$ cat src/pkg/pcacmp_defines.vh
`ifndef PCACMP_DEFINES_VH
`define PCACMP_DEFINES_VH

// axi byte offsets; module n registers at base + 4*n
`define PCACMP_MODE_BASE     8'h00
`define PCACMP_CMPL_BASE     8'h20
`define PCACMP_CMPH_BASE     8'h40
`define PCACMP_CTRL_OFF      8'h60
`define PCACMP_COUNT_OFF     8'h64
`define PCACMP_FLAG_OFF      8'h68
`define PCACMP_MASK_OFF      8'h6c
`define PCACMP_WDT_OFF       8'h70

// mode register field positions
`define PCACMP_IRQEN_BIT     0
`define PCACMP_PWM_BIT       1
`define PCACMP_TOGGLE_BIT    2
`define PCACMP_MATEN_BIT     3
`define PCACMP_CAPN_BIT      4
`define PCACMP_CAPP_BIT      5
`define PCACMP_CMPEN_BIT     6

// control and watchdog register fields
`define PCACMP_RUN_BIT       0
`define PCACMP_WDOG_EN_BIT   0

// reset values
`define PCACMP_MODE_RST      7'h00
`define PCACMP_BYTE_RST      8'h00
`define PCACMP_COUNT_RST     16'h0000

// axi responses
`define PCACMP_RESP_OKAY     2'b00
`define PCACMP_RESP_SLVERR   2'b10

`endif

$ cat src/core/pcacmp_channel.v
`timescale 1ns/1ps
`include "pcacmp_defines.vh"

module pcacmp_channel #(
  parameter WDOG = 0
) (
  // clock and reset
  input  wire        clk_sys,
  input  wire        reset,
  input  wire        clkEn,
  // shared counter
  input  wire [15:0] count,
  input  wire        countStep,
  // configuration
  input  wire [6:0]  mode,
  input  wire [7:0]  cmpLow,
  input  wire [7:0]  cmpHigh,
  input  wire        wdogEnable,
  // results
  output reg         pinOut,
  output wire        matchEvent,
  output wire        wdogHit
);

  wire cmpEn   = mode[`PCACMP_CMPEN_BIT];
  wire matchEn = mode[`PCACMP_MATEN_BIT];
  wire pwmEn   = mode[`PCACMP_PWM_BIT];
  wire capAny  = mode[`PCACMP_CAPN_BIT] | mode[`PCACMP_CAPP_BIT];

  // full equality, evaluated only when the counter advances
  wire equal16 = countStep && (count == {cmpHigh, cmpLow});
  wire pwmOn   = cmpEn && pwmEn;

  assign matchEvent = cmpEn && matchEn && !pwmEn && equal16;
  assign wdogHit = (WDOG != 0) && wdogEnable && cmpEn && matchEn && !capAny
                   && !pwmEn && equal16;

  always @(posedge clk_sys) begin
    if (reset) begin
      pinOut <= 1'b0;
    end else if (clkEn) begin
      if (pwmOn) begin
        pinOut <= (count[7:0] >= cmpLow);
      end else if (matchEvent && mode[`PCACMP_TOGGLE_BIT]) begin
        pinOut <= ~pinOut;
      end
    end
  end

endmodule // pcacmp_channel

$ cat src/core/pcacmp_axi_slave.v
`timescale 1ns/1ps

module pcacmp_axi_slave (
  // clock and reset
  input  wire        clk_sys,
  input  wire        reset,
  input  wire        clkEn,
  // axi write
  input  wire [7:0]  s_axi_awaddr,
  input  wire        s_axi_awvalid,
  output reg         s_axi_awready,
  input  wire [31:0] s_axi_wdata,
  input  wire [3:0]  s_axi_wstrb,
  input  wire        s_axi_wvalid,
  output reg         s_axi_wready,
  output reg  [1:0]  s_axi_bresp,
  output reg         s_axi_bvalid,
  input  wire        s_axi_bready,
  // axi read
  input  wire [7:0]  s_axi_araddr,
  input  wire        s_axi_arvalid,
  output reg         s_axi_arready,
  output reg  [31:0] s_axi_rdata,
  output reg  [1:0]  s_axi_rresp,
  output reg         s_axi_rvalid,
  input  wire        s_axi_rready,
  // register side
  output reg         wrStrobe,
  output reg  [7:0]  wrAddr,
  output reg  [31:0] wrData,
  output reg  [3:0]  wrStrb,
  output wire [7:0]  rdAddr,
  input  wire [31:0] rdData,
  input  wire [1:0]  rdResp,
  input  wire [1:0]  wrResp
);

  reg haveAw;
  reg haveW;

  assign rdAddr = s_axi_araddr;

  always @(posedge clk_sys) begin
    if (reset) begin
      s_axi_awready <= 1'b0;
      s_axi_wready  <= 1'b0;
      s_axi_bvalid  <= 1'b0;
      s_axi_bresp   <= 2'b00;
      s_axi_arready <= 1'b0;
      s_axi_rvalid  <= 1'b0;
      s_axi_rresp   <= 2'b00;
      s_axi_rdata   <= 32'h00000000;
      haveAw        <= 1'b0;
      haveW         <= 1'b0;
      wrStrobe      <= 1'b0;
      wrAddr        <= 8'h00;
      wrData        <= 32'h00000000;
      wrStrb        <= 4'h0;
    end else if (clkEn) begin
      s_axi_awready <= 1'b0;
      s_axi_wready  <= 1'b0;
      s_axi_arready <= 1'b0;
      wrStrobe      <= 1'b0;
      if (s_axi_awvalid && !haveAw && !s_axi_awready && !s_axi_bvalid) begin
        s_axi_awready <= 1'b1;
        haveAw        <= 1'b1;
        wrAddr        <= {s_axi_awaddr[7:2], 2'b00};
      end
      if (s_axi_wvalid && !haveW && !s_axi_wready && !s_axi_bvalid) begin
        s_axi_wready <= 1'b1;
        haveW        <= 1'b1;
        wrData       <= s_axi_wdata;
        wrStrb       <= s_axi_wstrb;
      end
      if (haveAw && haveW && !s_axi_bvalid) begin
        wrStrobe     <= 1'b1;
        s_axi_bvalid <= 1'b1;
        s_axi_bresp  <= wrResp;
        haveAw       <= 1'b0;
        haveW        <= 1'b0;
      end else if (s_axi_bvalid && s_axi_bready) begin
        s_axi_bvalid <= 1'b0;
      end
      if (s_axi_arvalid && !s_axi_arready && !s_axi_rvalid) begin
        s_axi_arready <= 1'b1;
        s_axi_rvalid  <= 1'b1;
        s_axi_rdata   <= rdData;
        s_axi_rresp   <= rdResp;
      end else if (s_axi_rvalid && s_axi_rready) begin
        s_axi_rvalid <= 1'b0;
      end
    end
  end

endmodule // pcacmp_axi_slave

$ cat src/core/pcacmp_top.v
// Notes on behaviour
// - compare-enable plus match-enable: equality is a match
// - interrupt needs event flag and its enable
// - low compare write clears compare-enable
// - high compare write sets compare-enable
// - compare-enable also read/written via mode register
// - toggle mode inverts pin on each match
// - all modules PWM, shared frequency, own duty
// - PWM low below duty byte, else high
// - duty reloads from high byte at wrap
// - PWM needs PWM-enable and compare-enable
// - only module 4 has watchdog
// - watchdog match makes internal reset
// - watchdog reset never drives external pin
// - watchdog enable bit gates watchdog resets
// - match sets module event flag
// - watchdog mode: compare, match, no capture/PWM
//
// Our own choices: the register offsets and register access over AXI4-Lite.
`timescale 1ns/1ps
`include "pcacmp_defines.vh"

module pcacmp_top #(
  parameter NMOD = 5,
  parameter WDOG_MOD = 4
) (
  // clock and reset
  input  wire            clk_sys,
  input  wire            reset,
  input  wire            clkEn,
  // axi4-lite slave
  input  wire [7:0]      s_axi_awaddr,
  input  wire            s_axi_awvalid,
  output wire            s_axi_awready,
  input  wire [31:0]     s_axi_wdata,
  input  wire [3:0]      s_axi_wstrb,
  input  wire            s_axi_wvalid,
  output wire            s_axi_wready,
  output wire [1:0]      s_axi_bresp,
  output wire            s_axi_bvalid,
  input  wire            s_axi_bready,
  input  wire [7:0]      s_axi_araddr,
  input  wire            s_axi_arvalid,
  output wire            s_axi_arready,
  output wire [31:0]     s_axi_rdata,
  output wire [1:0]      s_axi_rresp,
  output wire            s_axi_rvalid,
  input  wire            s_axi_rready,
  // module outputs and events
  output reg  [NMOD-1:0] moduleIoPin,
  output reg             irq,
  output reg             watchdogReset
);

  reg  [6:0]      mode    [0:NMOD-1];
  reg  [7:0]      cmpLow  [0:NMOD-1];
  reg  [7:0]      cmpHigh [0:NMOD-1];
  reg  [15:0]     count;
  reg             counterRun;
  reg             watchdogEnable;
  reg  [NMOD-1:0] eventFlag;
  reg  [NMOD-1:0] eventMask;
  reg             countStep;

  wire            wrStrobe;
  wire [7:0]      wrAddr;
  wire [31:0]     wrData;
  wire [3:0]      wrStrb;
  wire [7:0]      rdAddr;
  reg  [31:0]     rdData;
  reg  [1:0]      rdResp;
  reg  [1:0]      wrResp;
  wire [NMOD-1:0] pinNow;
  wire [NMOD-1:0] matchNow;
  wire [NMOD-1:0] wdogNow;
  wire [NMOD-1:0] irqEnable;
  wire [7:0]      wrByte = wrData[7:0];
  wire            wrLane0 = wrStrobe && wrStrb[0];

  // decodes an address into a hit bit plus module index, 0 if out of range
  function [3:0] modIndex;
    input [7:0] addr;
    input [7:0] base;
    reg   [7:0] offset;
    begin
      // byte offset inside the group, word aligned
      offset = addr - base;
      if (addr >= base && addr < base + 8'd4 * NMOD[7:0]) begin
        modIndex = {1'b1, offset[4:2]};
      end else begin
        modIndex = 4'h0;
      end
    end
  endfunction

  // decoded module slots, bit 3 marks a hit
  wire [3:0]      wrModeIdx = modIndex(wrAddr, `PCACMP_MODE_BASE);
  wire [3:0]      wrLowIdx  = modIndex(wrAddr, `PCACMP_CMPL_BASE);
  wire [3:0]      wrHighIdx = modIndex(wrAddr, `PCACMP_CMPH_BASE);
  wire [3:0]      rdModeIdx = modIndex(rdAddr, `PCACMP_MODE_BASE);
  wire [3:0]      rdLowIdx  = modIndex(rdAddr, `PCACMP_CMPL_BASE);
  wire [3:0]      rdHighIdx = modIndex(rdAddr, `PCACMP_CMPH_BASE);

  pcacmp_axi_slave uBus (
    .clk_sys       (clk_sys),
    .reset         (reset),
    .clkEn         (clkEn),
    .s_axi_awaddr  (s_axi_awaddr),
    .s_axi_awvalid (s_axi_awvalid),
    .s_axi_awready (s_axi_awready),
    .s_axi_wdata   (s_axi_wdata),
    .s_axi_wstrb   (s_axi_wstrb),
    .s_axi_wvalid  (s_axi_wvalid),
    .s_axi_wready  (s_axi_wready),
    .s_axi_bresp   (s_axi_bresp),
    .s_axi_bvalid  (s_axi_bvalid),
    .s_axi_bready  (s_axi_bready),
    .s_axi_araddr  (s_axi_araddr),
    .s_axi_arvalid (s_axi_arvalid),
    .s_axi_arready (s_axi_arready),
    .s_axi_rdata   (s_axi_rdata),
    .s_axi_rresp   (s_axi_rresp),
    .s_axi_rvalid  (s_axi_rvalid),
    .s_axi_rready  (s_axi_rready),
    .wrStrobe      (wrStrobe),
    .wrAddr        (wrAddr),
    .wrData        (wrData),
    .wrStrb        (wrStrb),
    .rdAddr        (rdAddr),
    .rdData        (rdData),
    .rdResp        (rdResp),
    .wrResp        (wrResp)
  );

  genvar g;
  generate
    for (g = 0; g < NMOD; g = g + 1) begin : gCh
      pcacmp_channel #(
        .WDOG (g == WDOG_MOD)
      ) uCh (
        .clk_sys    (clk_sys),
        .reset      (reset),
        .clkEn      (clkEn),
        .count      (count),
        .countStep  (countStep),
        .mode       (mode[g]),
        .cmpLow     (cmpLow[g]),
        .cmpHigh    (cmpHigh[g]),
        .wdogEnable (watchdogEnable),
        .pinOut     (pinNow[g]),
        .matchEvent (matchNow[g]),
        .wdogHit    (wdogNow[g])
      );
      assign irqEnable[g] = mode[g][`PCACMP_IRQEN_BIT];
    end
  endgenerate

  // write response: mapped check
  always @* begin
    wrResp = `PCACMP_RESP_SLVERR;
    if (wrModeIdx[3]) begin
      wrResp = `PCACMP_RESP_OKAY;
    end else if (wrLowIdx[3]) begin
      wrResp = `PCACMP_RESP_OKAY;
    end else if (wrHighIdx[3]) begin
      wrResp = `PCACMP_RESP_OKAY;
    end else if (wrAddr == `PCACMP_CTRL_OFF || wrAddr == `PCACMP_FLAG_OFF
                 || wrAddr == `PCACMP_MASK_OFF || wrAddr == `PCACMP_WDT_OFF) begin
      wrResp = `PCACMP_RESP_OKAY;
    end else if (wrAddr == `PCACMP_COUNT_OFF) begin
      wrResp = `PCACMP_RESP_OKAY;
    end
  end

  // read mux
  always @* begin
    rdData = 32'h00000000;
    rdResp = `PCACMP_RESP_OKAY;
    if (rdModeIdx[3]) begin
      rdData = {25'h0000000, mode[rdModeIdx[2:0]]};
    end else if (rdLowIdx[3]) begin
      rdData = {24'h000000, cmpLow[rdLowIdx[2:0]]};
    end else if (rdHighIdx[3]) begin
      rdData = {24'h000000, cmpHigh[rdHighIdx[2:0]]};
    end else if (rdAddr[7:2] == `PCACMP_CTRL_OFF >> 2) begin
      rdData = {31'h00000000, counterRun};
    end else if (rdAddr[7:2] == `PCACMP_COUNT_OFF >> 2) begin
      rdData = {16'h0000, count};
    end else if (rdAddr[7:2] == `PCACMP_FLAG_OFF >> 2) begin
      rdData = {{(32-NMOD){1'b0}}, eventFlag};
    end else if (rdAddr[7:2] == `PCACMP_MASK_OFF >> 2) begin
      rdData = {{(32-NMOD){1'b0}}, eventMask};
    end else if (rdAddr[7:2] == `PCACMP_WDT_OFF >> 2) begin
      rdData = {31'h00000000, watchdogEnable};
    end else begin
      rdResp = `PCACMP_RESP_SLVERR;
    end
  end

  // write selects for the single registers
  wire            wrCtrl  = wrStrobe && wrStrb[0] && (wrAddr == `PCACMP_CTRL_OFF);
  wire            wrCount = wrStrobe && (wrAddr == `PCACMP_COUNT_OFF);
  wire            wrFlag  = wrStrobe && wrStrb[0] && (wrAddr == `PCACMP_FLAG_OFF);
  wire            wrMask  = wrStrobe && wrStrb[0] && (wrAddr == `PCACMP_MASK_OFF);
  wire            wrWdog  = wrStrobe && wrStrb[0] && (wrAddr == `PCACMP_WDT_OFF);

  // shared counter, advances every enabled cycle while running
  always @(posedge clk_sys) begin
    if (reset) begin
      count      <= `PCACMP_COUNT_RST;
      counterRun <= 1'b0;
      countStep  <= 1'b0;
    end else if (clkEn) begin
      countStep <= counterRun;
      if (counterRun) begin
        count <= count + 16'h0001;
      end
      // a software load overrides the increment
      if (wrCount && wrStrb[0]) begin
        count[7:0] <= wrData[7:0];
      end
      if (wrCount && wrStrb[1]) begin
        count[15:8] <= wrData[15:8];
      end
      if (wrCtrl) begin
        counterRun <= wrData[`PCACMP_RUN_BIT];
      end
    end
  end

  // per-module mode and compare bytes
  integer i;
  always @(posedge clk_sys) begin
    if (reset) begin
      for (i = 0; i < NMOD; i = i + 1) begin
        mode[i]    <= `PCACMP_MODE_RST;
        cmpLow[i]  <= `PCACMP_BYTE_RST;
        cmpHigh[i] <= `PCACMP_BYTE_RST;
      end
    end else if (clkEn) begin
      for (i = 0; i < NMOD; i = i + 1) begin
        if (wrLane0 && wrModeIdx == (4'h8 | i[3:0])) begin
          mode[i] <= wrByte[6:0];
        end
        // compare-enable follows the last low or high byte write
        if (wrLane0 && wrLowIdx == (4'h8 | i[3:0])) begin
          cmpLow[i] <= wrByte;
          mode[i][`PCACMP_CMPEN_BIT] <= 1'b0;
        end else if (mode[i][`PCACMP_PWM_BIT] && mode[i][`PCACMP_CMPEN_BIT]
                     && counterRun && count[7:0] == 8'hff) begin
          cmpLow[i] <= cmpHigh[i];
        end
        if (wrLane0 && wrHighIdx == (4'h8 | i[3:0])) begin
          cmpHigh[i] <= wrByte;
          mode[i][`PCACMP_CMPEN_BIT] <= 1'b1;
        end
      end
    end
  end

  // interrupt mask and watchdog enable
  always @(posedge clk_sys) begin
    if (reset) begin
      watchdogEnable <= 1'b0;
      eventMask      <= {NMOD{1'b0}};
    end else if (clkEn) begin
      if (wrMask) begin
        eventMask <= wrData[NMOD-1:0];
      end
      if (wrWdog) begin
        watchdogEnable <= wrData[`PCACMP_WDOG_EN_BIT];
      end
    end
  end

  // event flags, a set wins over write-one-to-clear in the same cycle
  always @(posedge clk_sys) begin
    if (reset) begin
      eventFlag <= {NMOD{1'b0}};
    end else if (clkEn) begin
      if (wrFlag) begin
        eventFlag <= (eventFlag & ~wrData[NMOD-1:0]) | matchNow;
      end else begin
        eventFlag <= eventFlag | matchNow;
      end
    end
  end

  // registered outputs
  always @(posedge clk_sys) begin
    if (reset) begin
      moduleIoPin   <= {NMOD{1'b0}};
      irq           <= 1'b0;
      watchdogReset <= 1'b0;
    end else if (clkEn) begin
      moduleIoPin   <= pinNow;
      irq           <= |(eventFlag & irqEnable & eventMask);
      // internal reset pulse only, no external pin path
      watchdogReset <= |wdogNow;
    end
  end

endmodule // pcacmp_top

$ cat config.mk
export PLATFORM = sky130hd
export DESIGN_NAME = pcacmp_top
export DESIGN_NICKNAME = d
export VERILOG_FILES = /design/src/core/pcacmp_channel.v /design/src/core/pcacmp_axi_slave.v /design/src/core/pcacmp_top.v
export VERILOG_INCLUDE_DIRS = /design/src /design/src/pkg
export SDC_FILE = /design/constraint.sdc
export NUM_CORES = 1
export LEC_CHECK = 0
export ABC_CLOCK_PERIOD_IN_PS = 3200
export BUFFER_PORTS_ARGS = -buffer_cell sky130_fd_sc_hd__buf_2
export CORE_MARGIN = 5
export CORE_UTILIZATION = 60
export DETAILED_ROUTE_END_ITERATION = 8
export PLACE_DENSITY = 0.9
export SETUP_SLACK_MARGIN = 0.5
export SYNTH_ARGS = -nofsm -noshare
export SYNTH_HDL_FRONTEND = slang
export SYNTH_SLANG_ARGS = --single-unit
$ cat constraint.sdc
create_clock -name clk_sys -period 3.2 [get_ports clk_sys]
set_clock_uncertainty 0.1 [all_clocks]
set_input_delay 0.32 -clock clk_sys [delete_from_list [all_inputs] [get_ports clk_sys]]
set_output_delay 0.32 -clock clk_sys [all_outputs]
set_load 0.02 [all_outputs]
* Word-level counts from Yosys, hierarchy flattened
Memories as Yosys holds them, arrays and structs flattened.
Cells that the tools add are included.
Widths: inputs -> output; s select.
** Operators by class
- Add/subtract/negate cells :: 5
- Order comparisons :: 17
- Equality and inequality tests :: 31
- Muxes and demuxes :: 170
- Bitwise operators :: 42
- Reduce and logical (&&, ||, !) cells :: 132
** Operators with widths (number)
- $mux 8 :: 17
- $mux 1 :: 120
- $mux 16 :: 6
- $logic_and 1x1->1 :: 86
- $eq 16x16->1 :: 5
- $eq 4x4->1 const B :: 15
- $eq 6x5->1 const B :: 10
- $ge 8x8->1 :: 5
- $reduce_and 2->1 :: 18
- $mux 7 :: 5
- $or 1x1->1 :: 31
- $mux 2 :: 13
- $mux 4 :: 6
- $reduce_bool 2->1 :: 11
- $sub 5x1->5 const B :: 4
- $add 16x1->16 const B :: 1
- $ge 8x1->1 const B :: 2
- $ge 8x6->1 const B :: 2
- $ge 8x7->1 const B :: 2
- $lt 8x5->1 const B :: 2
- $lt 8x6->1 const B :: 2
- $lt 8x7->1 const B :: 2
- $and 5x5->5 :: 3
- $mux 5 :: 3
- 7 further kinds :: 26
** Word-level totals
- Flip-flop bits (word level) :: 109
- Bits in writable memories :: 115
- Input bits :: 60
- Output and inout port bits :: 48
- Word-level logic and storage cells :: 429
- Memories :: 3
** Memories
- cmpHigh :: depth 5, bits a word 8, read ports 6, clocked after Yosys merged registers in 0, wr ports 5, RTL line pcacmp_top.v:57 : reg [7:0] cmpHigh [0:NMOD-1];
- cmpLow :: depth 5, bits a word 8, read ports 6, clocked after Yosys merged registers in 0, wr ports 5, RTL line pcacmp_top.v:56 : reg [7:0] cmpLow [0:NMOD-1];
- mode :: depth 5, bits a word 7, read ports 6, clocked after Yosys merged registers in 0, wr ports 5, RTL line pcacmp_top.v:55 : reg [6:0] mode [0:NMOD-1];

* Depth between registers and ports, before layout
Gate-level depths: netlist (run 1).
- Depth after elaboration :: 12
- Depth in mapped cells :: 10
- Gate-level depth less buffers :: 8

* By module
A second synthesis (run 1) with hierarchy kept.
** Second synthesis, totals
- Cell total of the unflattened synthesis :: 1443
- Area, all modules :: 13964.6 um2
** By module, submodules not included
- pcacmp_top :: times used 1, cells each 788, area each 8277.9 um2, sequential area each 4174.0 um2
- pcacmp_axi_slave :: times used 1, cells each 380, area each 3528.4 um2, sequential area each 1721.7 um2
- pcacmp_channel at gCh[0].uCh ... :: times used 3, cells each 55, area each 432.9 um2, sequential area each 20.0 um2
- pcacmp_channel at gCh[4].uCh :: times used 1, cells each 56, area each 445.4 um2, sequential area each 20.0 um2
- pcacmp_channel at gCh[3].uCh :: times used 1, cells each 54, area each 414.1 um2, sequential area each 20.0 um2

* Worst setup path after synthesis (run 1)
No wires, ideal clock.
- Kind :: register to register
- Start point :: register count[1]
- End point :: memory cmpLow[4][0] (enable)
- Setup time :: 0.337 ns
- Arrival time :: 1.966 ns
- Required time :: 2.763 ns
- Path slack :: 0.797 ns
- Cell stages (with the launch flop) :: 7
- Path buffers :: 1
- Period minus slack after synthesis :: 2.403 ns
- Cells stage by stage :: dfxtp_1 > ha_1 > nand3_1 > nor4_2 > o2111a_1 > clkbuf_1 > a311o_1
** RTL lines
- from (decl) :: RTL line pcacmp_top.v:58 : reg [15:0] count;
- from (signal assigned) :: RTL line pcacmp_top.v:210 : count <= `PCACMP_COUNT_RST;
- from (signal assigned) :: RTL line pcacmp_top.v:216 : count <= count + 16'h0001;
- from (signal assigned) :: RTL line pcacmp_top.v:220 : count[7:0] <= wrData[7:0];
- to (decl) :: RTL line pcacmp_top.v:56

==> results of run 1 <==
-- cell usage in the layout, fill, tap and decap left out, drive strengths merged, types with 4 or more instances in the layout --
| cell type | netlist | final |
|---|---|---|
| xnor2 | 19 | 19 |
| nand3 | 48 | 48 |
| o2111ai | 7 | 7 |
| o31ai | 13 | 13 |
| inv | 54 | 55 |
| nand4 | 20 | 20 |
| mux2i | 64 | 64 |
| nor4 | 12 | 12 |
| a211oi | 19 | 19 |
| edfxtp | 115 | 115 |
| dfxtp | 91 | 91 |
| conb | 1 | 18 |
| nor2b | 9 | 9 |
| nand2 | 137 | 137 |
| o211ai | 11 | 11 |
| a41oi | 4 | 4 |
| o22ai | 8 | 8 |
| a21o | 12 | 12 |
| a21oi | 79 | 79 |
| buf | 45 | 128 |
| o21a | 6 | 6 |
| nand4b | 6 | 6 |
| o221ai | 13 | 13 |
| xor2 | 23 | 23 |
| a22oi | 9 | 9 |
| nand2b | 15 | 15 |
| o21ai | 52 | 52 |
| mux4 | 5 | 5 |
| or3 | 4 | 4 |
| or2 | 5 | 5 |
| and2 | 12 | 12 |
| nor3 | 23 | 23 |
| ha | 41 | 41 |
| and3 | 8 | 8 |
| dlygate4sd3 | 0 | 23 |
| a31oi | 13 | 13 |
| clkbuf | 54 | 34 |
| or4 | 6 | 6 |
| nor2 | 109 | 109 |
-- timing repair --
action,CTS,global route
endpoints found under the setup margin,60,64
resized for setup,8,11
hold endpoints to repair,23,0
hold buffers,23,0
pin swaps,0,5
setup buffers,2,2
-- where the power goes --
group / total [mW] / internal (mW) / leakage, nW / switching, mW
clock: 2.60 / 1.53 / 0.363 / 1.07
combinational: 0.547 / 0.183 / 3.00 / 0.364
sequential: 2.96 / 2.86 / 1.93 / 0.0930
-- stage by stage --
stage          hold slack, ps  utilization [%]
6_report                 43.5             70.5
5_1_grt                  62.6             70.5
4_1_cts                  8.30             70.1
3_5_place_dp              344             64.8
3_3_place_gp              338             64.8
2_1_floorplan             333                -
-- area by class of cell --
| class | count | area [um2] | area share [%] |
|---|---|---|---|
| repair buffers | 151 | 1030 | 7.78 |
| flip-flops and latches | 206 | 5280 | 39.8 |
| clock inverters | 6 | 61.3 | 0.462 |
| inverters | 54 | 206 | 1.55 |
| well taps | 260 | 325 | 2.45 |
| clock buffers | 34 | 671 | 5.05 |
| multi-input cells | 877 | 5700 | 42.9 |
-- flip-flops by register name, summed over array words and instances (netlist names), 5 cells and up --
signal / flops
count: 16
mode: 35
uBus.wrAddr: 6
uBus.s_axi_rdata: 16
gCh.uCh.pinOut: 5
eventMask: 5
eventFlag: 5
cmpLow: 40
moduleIoPin: 5
uBus.wrData: 16
cmpHigh: 40
-- final timing paths --
check                                    startpoint             endpoint  slack (ps)  cells after the start
worst min register to register  uBus.s_axi_rdata[8]  uBus.s_axi_rdata[8]         360                      2
worst max-delay path                   cmpLow[4][4]    gCh[4].uCh.pinOut         440                      9
worst max register to register         cmpLow[4][4]    gCh[4].uCh.pinOut         440                      9
worst min-delay path                s_axi_awaddr[4]       uBus.wrAddr[4]          40                      3
-- routing by layer --
layer / global-route usage [%] / part of all wire (%) / vias up
met1: 47.8 / 36 / 5005
met3: 9.99 / 15 / 204
met5: 0 / 0 / -
met2: 55.3 / 43 / 935
met4: 17.3 / 6.7 / 0
li1: - / - / 4609
-- kinds of logic after synthesis --
logic type,synth area share [%]
mux,6.73
compound gates,15.7
other cells,0.0325
simple gates,18.1
fa+ha+maj,4.45
flops,45.8
buf+inv,5.96
xor+xnor,3.19
-- tightest hold or removal path, stage by stage --
cell,delay (ps)
buf_2,90
mux2i_1,100
nor2_1,100
==> results.cfg, run 1 <==
[setup_path]
cpLargestDelayFamily = simple AND/OR/NAND/NOR gates
worst-path-buf-inv = 2
worst_ep_arrival_time_ps = 3090
start_kind = flip-flop
crit_path_end_kind = flip-flop
crit_path_max_incr_delay_ps = 500
cp_cell_sequence = inv_1 -> ha_1 -> nand4_1 -> or4_1 -> nor4_2 -> buf_4 -> nand3_2 -> a211o_1 -> a31oi_1
required_ps = 3530
crit_path_max_fanout = 3
path_class = flip-flop to flip-flop
crit_slowest_cell = or4_1

[floorplanning]
start_util_pct = 61.2
pin_count = 108
die_x_um = 149
rows = 50
die_h_um = 149
core_area_um2 = 18800
die_area_um2 = 22100

[drt]
ant_nets = 0
drc = 0
viasPerCell = 6.77
post_drt_wl_per_cell_um = 25.6
drt_iter0_markers = 1714
vias = 10800
wl_um = 40700
dr.pass1.iters = 8

[timing]
min_period_ps = 2760
setup_slack_ps = 441
setup_violations = 0
slew_headroom_pct = 39.5
hold_viol = 0
setup_tns_ps = 0
worstMarginPinSlew_ps = 906
drv_slew = 0
rsz0062_at_grt = yes
fin_crit_sh_pct = 86.2
max_freq_mhz = 362

[power_and_ir_drop]
p_leak_nw = 5.29
irDropWorstVdd_mv = 0.599
power.density_nw_per_um2 = 460
finalPower_mw = 6.10

[finish]
area_delta_synth_final_pct = 15.2
fillers = 1345
n_antenna_cell = 0
drive_above_1_share_pct = 15.0
instances_no_fill = 1588
layout.nets = 1413
fin_area_um2 = 13300

[hold_path]
min_path_type = input pin to flip-flop

[clocking]
clk_pin_slew_worst_paths_ps = 70
clkLatencyLatePin_ps = 510
cts_tree = built
clkSinkCount = 206
clockBufferDepth = 3
htree_levels = 1
cts_root_buffer = clkbuf_16
cts_buffers = 22

[run_status]
status = complete, no violations

[yosys]
syn_inst = 1219
yosys_warnings = 0
avgSynthCellArea_um2 = 9.46
ys_top_cells_by_count = 137 x nand2_1, 115 x edfxtp_1, 108 x nor2_1, 91 x dfxtp_1, 76 x a21oi_1
synth-main-ff-cell = edfxtp_1
ys_types = 75
syn-cell-area_um2 = 11500
synth_seq_cells = 206
yosysSeqAreaShare_pct = 45.8
netlist.area_leader.share_pct = 30.0
yosysMostFrequentCell = nand2_1
async_flop_share_pct = 0
synthTopCellsByArea = edfxtp_1 30%, dfxtp_1 16%, mux2i_1 5.6%, nand2_1 4.5%, ha_1 4.5%
synth_edf_count = 115
synth_area_leader_cell = edfxtp_1

[placement]
dp_cells = 1521
gp_congestion = 1.07
port_buffers = 67
dp_hpwl_um = 29700
dpl-instance-area_um2 = 12200
place_ws_ps = 356

[run]
cap_viol_max_count = 0

[global_route]
grt_pass1_wl_um = 60900
grt-ovfl-total = 0
grt_use_total_pct = 36.2
grt_pass1_vias = 10300
grt_max_degree = 41
antenna_found_initial = 1
Note: power is estimated with default switching activity, not from simulation.
==> run 2, diff against run 1 <==
ABC_CLOCK_PERIOD_IN_PS = 2750   (was 3200)
clock period = 2.75 ns   (was 3.2 ns; I/O delays follow)
==> run 2 against run 1 <==
Cell count grew 4.7%. Largest power group unchanged. Power increased by 15%. First-iteration DRC count up 30%. Cell area up 8.2%. Die area did not move. Critical endpoint is now cmpLow[1][1]. Clock power grew 10%. Combinational power increased by 30%. Sequential power grew 16%. Non-clock buffer count rose by 73. Maximum frequency up 12%. Utilization increased by 5.8 points. Hold slack improved by 52 ps.
==> results.cfg, run 2 (same netlist as run 1, synthesis figures left out) <==
[run_status]
status = complete, no violations

[power_and_ir_drop]
irDropWorstVdd_mv = 0.562
comb_power_share_pct = 10.2
p_leak_nw = 5.72
internal-power_mw = 5.18
clockPowerShare_pct = 40.8
p_sw_mw = 1.84
seq_power_share_pct = 49.1
switching_share_pct = 26.2
power.density_nw_per_um2 = 488

[clocking]
cts_buffers = 22
clockBufferDepth = 3
clkLatencyLatePin_ps = 530
cts_tree = built
clkSinkCount = 206
htree_levels = 1
clk_pin_slew_worst_paths_ps = 60
cts_root_buffer = clkbuf_16

[setup_path]
r2r_slack_ps = 290
worst_ep_arrival_time_ps = 2610
worstSetupStartpoint = uBus.wrAddr[6]
required_ps = 2900
crit_path_end_kind = flip-flop
worstRegToRegCells = 8
worstReg2RegEnd = cmpLow[1][1]
start_kind = flip-flop
crit_end = cmpLow[1][1]
reg2reg_from = uBus.wrAddr[6]
crit_path_max_fanout = 26
path_class = flip-flop to flip-flop

[drt]
ant_nets = 0
drc = 0
viasPerCell = 6.94
drt_iter0_markers = 2228
wl_um = 44300
vias = 11500
post_drt_wl_per_cell_um = 26.7
dr.pass1.iters = 7

[floorplanning]
die_area_um2 = 22100
die_h_um = 149
core_area_um2 = 18800
rows = 50
die_x_um = 149
start_util_pct = 61.2
pin_count = 108

[timing]
max_freq_mhz = 406
hold_viol = 0
setup_violations = 0
setup_tns_ps = 0
rsz0062_at_grt = yes
fin_crit_sh_pct = 89.6
min_period_ps = 2460
slew_headroom_pct = 37.3
worstMarginPinSlew_ps = 939
drv_slew = 0

[finish]
fin_area_um2 = 14400
top_regs = cmpHigh: 40 flops, cmpLow: 40 flops, mode: 35 flops
mostFrequentLayoutCells = 129 x nand2_1, 115 x edfxtp_1, 111 x buf_4
area_delta_synth_final_pct = 24.7
layout.nets = 1486
drive_above_1_share_pct = 24.1
mostFrequentLayoutCell = nand2_1

[global_route]
grt_max_degree = 35
antenna_found_initial = 1
grt_pass1_vias = 10600
grt_use_total_pct = 36.7
grt-ovfl-total = 0
grt_pass1_wl_um = 62100

[placement]
port_buffers = 67
dp_hpwl_um = 29700
dpl-instance-area_um2 = 12500
gp_congestion = 1.04

[run]
cap_viol_max_count = 0

[hold_path]
min_path_type = input pin to flip-flop
-- run 2: cell types whose count changed in the layout (fill, tap and decap cells not counted), moves of 5 or more --
cell,before,now
ha_1,41,29
dfxtp_4,1,7
dfxtp_1,87,77
nand2_2,0,7
o31ai_1,13,6
nand2_1,137,129
buf_12,0,5
buf_4,61,111
buf_6,0,15
ha_4,0,12
o31ai_2,0,5
-- run 2: power by group through the flow --
stage / registers (mW) / clock network, mW / logic [mW]
after floorplan: 3.46 / 0 / 0.395
after global placement: 3.50 / 0 / 0.578
after detailed placement: 3.50 / 0 / 0.588
after CTS: 3.43 / 2.82 / 0.641
after global routing: 3.45 / 2.99 / 0.739
final: 3.44 / 2.86 / 0.712
-- run 2: how the worst min path moves through the flow --
stage | cells past startpoint | end | startpoint
after floorplan | 2 | uBus.wrData[14] | s_axi_wdata[14]
after global placement | 2 | uBus.s_axi_rdata[14] | uBus.s_axi_rdata[14]
after detailed placement | 2 | uBus.s_axi_rdata[10] | uBus.s_axi_rdata[10]
after CTS | 3 | count[0] | clkEn
after global routing | 3 | count[0] | clkEn
final | 3 | count[0] | clkEn
-- run 2: timing repair --
item / CTS / global route
setup buffers: 32 / 15
resized for setup: 64 / 60
setup endpoints to repair: 124 / 187
endpoints found under the hold margin: 26 / 0
hold buffers: 26 / 0
cloned: 0 / 0
pin swaps: 23 / 18
-- run 2: critical path: stages (launching register included) --
cell,delay (ps)
dfxtp_1,390
nor4b_4,320
nand2_2,210
o2111ai_1,370
nand3_1,210
nor2_4,170
buf_12,150
buf_12,170
nor2_1,80
-- run 2: layout make-up --
type | instances | area (um2)
fill | 1147 | 4460
clock inverter | 11 | 65.1
antenna | 1 | 2.50
multi-input combinational | 877 | 6120
sequential | 206 | 5310
timing repair buffer | 224 | 1720
clock buffer | 29 | 619
inverter | 54 | 205
tap | 260 | 325
-- run 2: metrics by stage --
stage | power (mW) | setup WS (ps) | cells | utilization [%] | hold slack [ps]
after global placement | 4.08 | 204 | 1548 | 66.3 | 338
after detailed placement | 4.09 | 153 | 1548 | 66.3 | 345
after floorplan | 3.85 | 502 | 1236 | - | 311
after global routing | 7.18 | 180 | 1661 | 76.3 | 108
final | 7.02 | 286 | 1662 | 76.3 | 95.1
after CTS | 6.90 | 416 | 1646 | 74.4 | 68.5
-- run 2: per-layer routing --
metal	share of wire, %	global-route usage (%)	vias to the layer above
met3	15	9.69	320
met2	43	57.6	1152
met4	8.0	17.8	2
li1	-	-	4752
met1	34	47.3	5305
met5	0.032	0	-
